$ cat config.mk
export PLATFORM = sky130hd
export DESIGN_NAME = fsd_seq
export DESIGN_NICKNAME = d
export VERILOG_FILES = /design/src/rtl/fsd_pkg.sv /design/src/rtl/fsd_qual.sv /design/src/rtl/fsd_seq.sv
export VERILOG_INCLUDE_DIRS = /design/src /design/src/rtl
export SDC_FILE = /design/constraint.sdc
export NUM_CORES = 1
export LEC_CHECK = 0
export BUFFER_PORTS_ARGS = -buffer_cell sky130_fd_sc_hd__clkbuf_2
export CORE_MARGIN = 2
export CORE_UTILIZATION = 60
export DETAILED_ROUTE_END_ITERATION = 8
export GPL_TIMING_DRIVEN = 0
export HOLD_SLACK_MARGIN = 0.12
export MAX_ROUTING_LAYER = met4
export PLACE_DENSITY = 0.94
export SYNTH_ARGS = -nofsm -noshare
export SYNTH_HDL_FRONTEND = slang
export SYNTH_SLANG_ARGS = --single-unit
$ cat constraint.sdc
create_clock -name clock -period 3.7 [get_ports clock]
set_input_delay 0.185 -clock clock [delete_from_list [all_inputs] [get_ports clock]]
set_output_delay 0.185 -clock clock [all_outputs]
set_load 0.02 [all_outputs]
$ cat src/rtl/fsd_defs.svh
// Timing counts, dither pattern and diagnostic pulse length for the flyback startup sequencer
// Assumes a 50 MHz clock; comparator inputs are already synchronous to it
// Contract
// - Drain above 20 V enables charge source; start threshold disables it and starts switching.
// - Below stop threshold or on fault, halt switching; idle-start or fault consumption.
// - After stop, recharge below recharge threshold until start threshold reached again.
// - First three cycles after each start limited to one third peak current.
// - While output charges after start, stay discontinuous and current-regulated until regulation.
// - Supply below 1 V gives reduced charge current; above it, higher current.
// - Sampled sense above 4.6 V declares output over-voltage fault.
// - Every fault uses same hiccup: discharge to recharge threshold, full restart.
// - During on-time compare sense-pin current to 75 uA shutdown and 210 uA enable; the code never reads vs_cur_above_210ua.
// - Input under-voltage fault only after three consecutive cycles.
// - Each cycle switch turns off when drain current reaches capped peak limit.
// - First over-current level on three consecutive cycles causes fault stop.
// - Second over-current level stops switching at once, no qualification.
// - Supply clamp current above about 6 mA is a fault.
// - Over-temperature stops switching and enters fault consumption.
// - Restart while still above about 100 C keeps switching off, fault held.
// - Thermal shutdown emits short diagnostic pulse on peak-current-set pin.
// - Regulation dither: 12 cycles, three groups of four: nominal, low f/high peak, high f/low peak.
// - Current-regulation mode dithers only the peak setting.
// - Dithering disabled in light-load wait state.
// - After fault hold fault consumption until stop threshold, then idle-start level.
`ifndef FSD_DEFS_SVH
`define FSD_DEFS_SVH
`define FSD_SOFT_CYCLES     2'd3
`define FSD_FAULT_CYCLES    2'd3
`define FSD_DITHER_LEN      4'd12
`define FSD_GROUP_LEN       3'd4
`define FSD_DIAG_PULSE_NS   2000
`define FSD_CLK_NS          20
`define FSD_DIAG_CYCLES     ((`FSD_DIAG_PULSE_NS + `FSD_CLK_NS - 1) / `FSD_CLK_NS)
`endif

$ cat src/rtl/fsd_pkg.sv
// Types shared by the flyback startup sequencer
// Assumes the defs header is included by the design files
package fsd_pkg;
	typedef enum logic [4:0] {
		FSD_OFF    = 5'b0_0001,
		FSD_CHARGE = 5'b0_0010,
		FSD_RUN    = 5'b0_0100,
		FSD_FAULT  = 5'b0_1000,
		FSD_IDLE   = 5'b1_0000
	} fsd_state_t;
	typedef enum logic [1:0] {
		FSD_CONS_RUN   = 2'b00,
		FSD_CONS_START = 2'b01,
		FSD_CONS_FAULT = 2'b10
	} fsd_cons_t;
	typedef enum logic [1:0] {
		FSD_DITH_NOM  = 2'b00,
		FSD_DITH_SLOW = 2'b01,
		FSD_DITH_FAST = 2'b10
	} fsd_dith_t;
	// Comparator levels from the analog front end
	typedef struct packed {
		logic drain_above_20v;
		logic supply_above_1v;
		logic supply_above_start;
		logic supply_below_stop;
		logic supply_below_recharge;
	} fsd_supply_t;
	typedef struct packed {
		logic cycle_end;
		logic vs_over_4v6;
		logic vs_cur_below_75ua;
		logic vs_cur_above_210ua;
		logic drain_at_peak;
		logic drain_over_ocp1;
		logic drain_over_ocp2;
		logic clamp_over_6ma;
		logic over_temp;
		logic temp_above_100c;
		logic light_load_wait;
		logic output_in_reg;
	} fsd_sense_t;
	typedef struct packed {
		logic      charge_en;
		logic      charge_reduced;
		logic      switching_en;
		logic      soft_limit;
		logic      current_mode;
		fsd_cons_t consumption;
		fsd_dith_t freq_dither;
		fsd_dith_t peak_dither;
		logic      gate_off;
		logic      diag_pulse;
	} fsd_ctrl_t;
endpackage

$ cat src/rtl/fsd_qual.sv
// Consecutive-cycle fault qualifier
// Assumes cyc marks one switching-cycle end per pulse
`timescale 1ns/10ps
module fsd_qual #(
	parameter int N = 3
) (
	input  wire logic clock,
	input  wire logic rstn,
	input  wire logic clr,
	input  wire logic cyc,
	input  wire logic cond,
	output logic      hit
);
	logic [3:0] cnt_q;
	initial begin
		if (N < 1 || N > 15) $error("fsd_qual: N out of range");
	end
	always_ff @(posedge clock or negedge rstn) begin
		if (!rstn) begin
			cnt_q <= 4'h0;
		end else if (clr) begin
			cnt_q <= 4'h0;
		end else if (cyc) begin
			if (!cond) cnt_q <= 4'h0;
			else if (cnt_q < 4'(N)) cnt_q <= cnt_q + 4'h1;
		end
	end
	assign hit = cyc && cond && (cnt_q == 4'(N - 1));
endmodule

$ cat src/rtl/fsd_seq.sv
// Flyback startup, fault hiccup and dither sequencer
// Assumes comparator inputs synchronous to clock and one cycle_end pulse per switching cycle
`timescale 1ns/10ps
`include "fsd_defs.svh"
module fsd_seq #(
	parameter int QUAL_N = 3
) (
	input  wire logic                 clock,
	input  wire logic                 rstn,
	input  wire fsd_pkg::fsd_supply_t supply,
	input  wire fsd_pkg::fsd_sense_t  sense,
	output fsd_pkg::fsd_ctrl_t        ctrl_q
);
	import fsd_pkg::*;

	fsd_state_t state_q;
	fsd_state_t state_d;
	logic       thermal_q;
	logic [1:0] soft_q;
	logic [3:0] dith_q;
	logic [7:0] diag_q;
	logic       uv_hit;
	logic       ocp_hit;
	logic       fault_now;
	logic       therm_hold;
	logic       restart;
	logic       running;

	initial begin
		if (QUAL_N < 1 || QUAL_N > 15) $error("fsd_seq: QUAL_N out of range");
	end

	assign running = (state_q == FSD_RUN);
	assign restart = (state_q == FSD_CHARGE) && supply.supply_above_start;

	// Under-voltage is only meaningful with the sense pin clamped during on-time
	fsd_qual #(.N(QUAL_N)) u_uv (
		.clock (clock),
		.rstn  (rstn),
		.clr   (restart || !running),
		.cyc   (running && sense.cycle_end),
		.cond  (sense.vs_cur_below_75ua),
		.hit   (uv_hit)
	);

	fsd_qual #(.N(QUAL_N)) u_ocp (
		.clock (clock),
		.rstn  (rstn),
		.clr   (restart || !running),
		.cyc   (running && sense.cycle_end),
		.cond  (sense.drain_over_ocp1),
		.hit   (ocp_hit)
	);

	assign therm_hold = thermal_q && sense.temp_above_100c;
	assign fault_now  = running && (uv_hit || ocp_hit
		|| sense.drain_over_ocp2
		|| sense.clamp_over_6ma
		|| sense.over_temp
		|| (sense.cycle_end && sense.vs_over_4v6));

	always_comb begin
		state_d = state_q;
		case (state_q)
			FSD_OFF: begin
				if (supply.drain_above_20v) state_d = FSD_CHARGE;
			end
			FSD_CHARGE: begin
				if (supply.supply_above_start) begin
					if (therm_hold) state_d = FSD_FAULT;
					else state_d = FSD_RUN;
				end
			end
			FSD_RUN: begin
				if (fault_now) state_d = FSD_FAULT;
				else if (supply.supply_below_stop) state_d = FSD_IDLE;
			end
			FSD_FAULT: begin
				if (supply.supply_below_stop) state_d = FSD_IDLE;
			end
			FSD_IDLE: begin
				if (supply.supply_below_recharge) state_d = FSD_CHARGE;
			end
			default: state_d = FSD_OFF;
		endcase
	end

	always_ff @(posedge clock or negedge rstn) begin
		if (!rstn) state_q <= FSD_OFF;
		else state_q <= state_d;
	end

	// Thermal memory survives the hiccup so the restart can be refused
	always_ff @(posedge clock or negedge rstn) begin
		if (!rstn) begin
			thermal_q <= 1'b0;
		end else if (running && sense.over_temp) begin
			thermal_q <= 1'b1;
		end else if (restart && !sense.temp_above_100c) begin
			thermal_q <= 1'b0;
		end
	end

	// Soft-start cycle count, rearmed on every start
	always_ff @(posedge clock or negedge rstn) begin
		if (!rstn) begin
			soft_q <= 2'd0;
		end else if (state_d == FSD_RUN && state_q != FSD_RUN) begin
			soft_q <= 2'd0;
		end else if (running && sense.cycle_end && soft_q != `FSD_SOFT_CYCLES) begin
			soft_q <= soft_q + 2'd1;
		end
	end

	// Dither position advances once per switching cycle
	always_ff @(posedge clock or negedge rstn) begin
		if (!rstn) begin
			dith_q <= 4'd0;
		end else if (!running || sense.light_load_wait) begin
			dith_q <= 4'd0;
		end else if (sense.cycle_end) begin
			if (dith_q == `FSD_DITHER_LEN - 4'd1) dith_q <= 4'd0;
			else dith_q <= dith_q + 4'd1;
		end
	end

	// Diagnostic pulse on the peak-set pin at thermal shutdown
	always_ff @(posedge clock or negedge rstn) begin
		if (!rstn) begin
			diag_q <= 8'h00;
		end else if (running && sense.over_temp) begin
			diag_q <= 8'(`FSD_DIAG_CYCLES);
		end else if (diag_q != 8'h00) begin
			diag_q <= diag_q - 8'h01;
		end
	end

	function automatic fsd_dith_t group_of(input logic [3:0] pos);
		if (pos < 4'(`FSD_GROUP_LEN)) group_of = FSD_DITH_NOM;
		else if (pos < 4'(2 * `FSD_GROUP_LEN)) group_of = FSD_DITH_SLOW;
		else group_of = FSD_DITH_FAST;
	endfunction

	// Registered outputs, computed from next state so they change with it
	always_ff @(posedge clock or negedge rstn) begin
		if (!rstn) begin
			ctrl_q <= '{charge_en: 1'b0, charge_reduced: 1'b1, switching_en: 1'b0, soft_limit: 1'b1,
				current_mode: 1'b1, consumption: FSD_CONS_START, freq_dither: FSD_DITH_NOM,
				peak_dither: FSD_DITH_NOM, gate_off: 1'b1, diag_pulse: 1'b0};
		end else begin
			ctrl_q.charge_en      <= (state_d == FSD_CHARGE);
			ctrl_q.charge_reduced <= !supply.supply_above_1v;
			ctrl_q.switching_en   <= (state_d == FSD_RUN);
			// soft_q still holds the last run's count on the entry edge, so entry itself forces the limit
			ctrl_q.soft_limit     <= (soft_q != `FSD_SOFT_CYCLES) || state_d != FSD_RUN || !running;
			ctrl_q.current_mode   <= !sense.output_in_reg || state_d != FSD_RUN;
			ctrl_q.consumption    <= (state_d == FSD_FAULT) ? FSD_CONS_FAULT :
				(state_d == FSD_RUN) ? FSD_CONS_RUN : FSD_CONS_START;
			// Current loop owns frequency in current mode, so only peak is dithered
			ctrl_q.freq_dither    <= (state_d == FSD_RUN && sense.output_in_reg && !sense.light_load_wait)
				? group_of(dith_q) : FSD_DITH_NOM;
			ctrl_q.peak_dither    <= (state_d == FSD_RUN && !sense.light_load_wait)
				? group_of(dith_q) : FSD_DITH_NOM;
			ctrl_q.gate_off       <= state_d != FSD_RUN || sense.drain_at_peak;
			ctrl_q.diag_pulse     <= (running && sense.over_temp) || (diag_q > 8'h01);
		end
	end

	property p_ocp2;
		@(posedge clock) disable iff (!rstn)
		(running && sense.drain_over_ocp2) |=> (state_q == FSD_FAULT) ##1 !ctrl_q.switching_en;
	endproperty
	ocp2_stop_a: assert property (p_ocp2) else $error("ocp2 did not stop");

	fault_cons_a: assert property (@(posedge clock) disable iff (!rstn)
		(state_q == FSD_FAULT) |-> ctrl_q.consumption == FSD_CONS_FAULT) else $error("fault consumption");

	idle_recharge_a: assert property (@(posedge clock) disable iff (!rstn)
		(state_q == FSD_IDLE && supply.supply_below_recharge) |=> ctrl_q.charge_en) else $error("no recharge");

	start_run_a: assert property (@(posedge clock) disable iff (!rstn)
		(restart && !therm_hold) |=> running && ctrl_q.switching_en && !ctrl_q.charge_en) else $error("no start");

	therm_hold_a: assert property (@(posedge clock) disable iff (!rstn)
		(restart && therm_hold) |=> state_q == FSD_FAULT) else $error("thermal restart allowed");

	soft_start_a: assert property (@(posedge clock) disable iff (!rstn)
		$rose(running) |-> soft_q == 2'd0 ##1 ctrl_q.soft_limit) else $error("soft start missing");

	uv_qual_a: assert property (@(posedge clock) disable iff (!rstn)
		uv_hit |-> sense.cycle_end && sense.vs_cur_below_75ua && u_uv.cnt_q == 4'(QUAL_N - 1))
		else $error("uv qualified early");

	dither_wrap_a: assert property (@(posedge clock) disable iff (!rstn)
		(running && sense.cycle_end && dith_q == 4'd11 && !sense.light_load_wait) |=> dith_q == 4'd0)
		else $error("dither wrap");

	wait_nodither_a: assert property (@(posedge clock) disable iff (!rstn)
		sense.light_load_wait |=> ctrl_q.peak_dither == FSD_DITH_NOM) else $error("dither in wait");

	diag_len_a: assert property (@(posedge clock) disable iff (!rstn)
		(running && sense.over_temp) |=> ctrl_q.diag_pulse [*8]) else $error("diag pulse short");
endmodule

==> results.yml <==
sta:
  rsz0062_at_grt: "false"
  finalSetupViolCount: 0
  min_period_over_period_pct: 48.4
  worst_slack_ns: 1.91
  fin_worst_skew_ns: 0.00872
  max-slew-margin-rel_pct: 35.6
  finalSetupTns_ns: 0
  slew_viol_final: 0
  worst_pin_slew_ns: 0.967
  maxClockFrequency_mhz: 558
  final.min_clock_period_ns: 1.79
  finalHoldViolCount: 0
die:
  start_util_pct: 63.1
  rows: 21
  die-area_sq_um: 4060
  core_area_sq_um: 3390
  pin_count: 32
  fp.dieW_um: 63.7
  dieHeight_um: 63.7
detailed_routing:
  post_drt_wl_per_cell_um: 14.5
  drt_wl_total_um: 4290
  drc: 0
  viasPerCell: 5.70
  drtPass1Iterations: 4
  drt-initial-drc-count: 135
  vias: 1693
  antenna_left: 0
critical_path:
  cp.required_ns: 3.96
  path_max_fanout: 4
  timing.rr.start: "u_uv.cnt_q[0]$_DFFE_PN0P_"
  endpoint_kind: "flip-flop"
  start_kind: "flip-flop"
  crit_start: "u_uv.cnt_q[0]$_DFFE_PN0P_"
  ff2ff_path_depth: 6
  crit_arrival_ns: 2.05
  reg2reg_slack_ns: 1.91
  r2r-end: "ctrl_q[9]$_DFF_PN1_"
  critPathCapture: "ctrl_q[9]$_DFF_PN1_"
  worstSetupPathType: "reg2reg"
place:
  gp_congestion: 0.802
  io_buffer_count: 30
  dpl.hpwl_um: 3020
  pre_cts_slack_ns: 1.98
  dp_cells: 281
  dpl_cell_area_sq_um: 2350
global_route:
  antenna_found_initial: 0
  grt_pass1_vias: 1712
  grt_pass1_wl_um: 7560
  overflow: 0
  grt_max_degree: 42
  grt_use_total_pct: 25.3
power:
  static-leakage-power_nw: 1.14
  power.density_nw_per_um2: 483
  ir_drop_v: 0.000250
hold_path:
  min_path_type: "in2reg"
cells_and_area:
  final_area_sq_um: 2480
  finalNetCount: 277
  drive_gt1_share_pct: 24.3
  area_growth_pct: 15.8
  fin_cells: 297
  final_common_cell: "dfrtp_1"
  final_cell_mix: "dfrtp_1, clkbuf_2, nor2_1"
  antenna_cells: 0
synthesis:
  synth_cell_type_count: 49
  synth-seq-cells: 41
  syn-cell-area_sq_um: 2140
  synth_fp_nets: 232
  ys.flop_type: "dfrtp_1"
  ys_seq_area_share_pct: 48.3
  synth_edf_count: 0
  syn_inst: 205
  synth_area_per_cell_sq_um: 10.4
  async_flop_share_pct: 100
  yosysWarnings: 0
clocking:
  cts_setup_buffers: 0
  clk_pin_slew_worst_paths_ns: 0.12
  ctsLongestPathBuffers: 2
  htree_levels: 2
  clock_latency_ns: 0.35
  postCtsHoldBufs: 8
  cts_tree: "done"
  cts.sinks: 41
  cts.repair.resized: 0
  cts_made_buffers: 5
  root_buffer: "clkbuf_4"
run_status:
  status: "completed"
job:
  maxCapViolations: 0
[layout make-up]
type,instances,area (sq um)
timing repair buffer,38,230
clock buffer,6,41.3
buffer,5,25.0
sequential,41,1030
inverter,12,45.0
clock inverter,2,10.0
multi-input combinational,147,1040
fill,231,911
tap,46,57.6
[cells in the mapped netlist (2+ instances only)]
master,number,share of area [%]
and2_1,2,0.58
o21ai_0,13,3.0
mux2i_1,3,1.4
or3_4,2,1.1
dfrtp_1,35,41
a21oi_1,12,2.8
o211ai_1,4,1.4
clkbuf_1,2,0.35
or2_2,2,0.58
nor2_1,16,2.8
a211oi_1,3,1.1
dfstp_2,6,7.4
nor2b_1,5,1.5
nor4bb_1,2,0.94
o2111ai_1,2,0.82
nand4_1,2,0.58
and3_1,5,1.5
and3b_1,2,0.82
a2111oi_4,2,2.6
buf_2,2,0.47
nand3_1,6,1.4
nand2_1,15,2.6
nand2b_1,6,1.8
nand3b_1,2,0.70
xnor2_1,4,1.6
ha_1,8,4.7
nor3_1,8,1.9
a311o_1,2,0.94
inv_1,12,2.1
[worst min-delay path by stage]
stage                   start                    end  slack [ns]  depth (start not counted)
global placement    supply[3]   ctrl_q[11]$_DFF_PN1_        0.29                          2
floorplan                rstn    ctrl_q[0]$_DFF_PN0_       -0.11                          0
global route        supply[2]  thermal_q$_DFFE_PN0P_        0.20                          4
finish               sense[3]  thermal_q$_DFFE_PN0P_        0.20                          3
detailed placement  supply[3]   ctrl_q[11]$_DFF_PN1_        0.31                          2
CTS                  sense[3]  thermal_q$_DFFE_PN0P_        0.18                          3
[per-layer routing]
layer,up-vias,global-route usage [%],wire [um]
met2,49,42.4,2210
met4,0,10.1,80
met1,805,29.0,1810
li1,831,-,-
met5,-,-,0
met3,8,6.61,188
[metrics by stage]
| stage | util [%] | hold slack [ns] | power, mW |
|---|---|---|---|
| finish | 73.1 | 0.204 | 1.20 |
| detailed placement | 69.3 | 0.312 | 0.983 |
| global placement | 69.3 | 0.295 | 0.961 |
| global route | 73.1 | 0.203 | 1.29 |
| floorplan | - | -0.111 | 0.883 |
| CTS | 73.1 | 0.181 | 1.20 |
[cell families after synthesis]
family          synth area share, %
compound gates                 16.3
xor+xnor                       2.05
fa+ha+maj                      4.68
buf+inv                        3.27
flops                          48.3
mux                            1.93
simple gates                   23.5
[critical path, cell delays in order (launching register included)]
cell and delay (ns):
dfrtp_1 0.42, inv_1 0.08, ha_1 0.14, nor4bb_1 0.41, o21ai_2 0.17, and4b_2 0.26, o211ai_1 0.22
[registers in the layout (all words and copies together) (netlist names)]
register,flops
ctrl_q,13
diag_q,8
dith_q,4
soft_q,2
state_q,5
thermal_q,1
u_ocp.cnt_q,4
u_uv.cnt_q,4
[report_power, final]
| group | switching, mW | internal [mW] | total, mW |
|---|---|---|---|
| sequential | 0.0866 | 0.534 | 0.620 |
| clock | 0.140 | 0.0724 | 0.212 |
| combinational | 0.206 | 0.157 | 0.364 |
| total | 0.433 | 0.763 | 1.20 |
(Power assumes the default switching activity.)
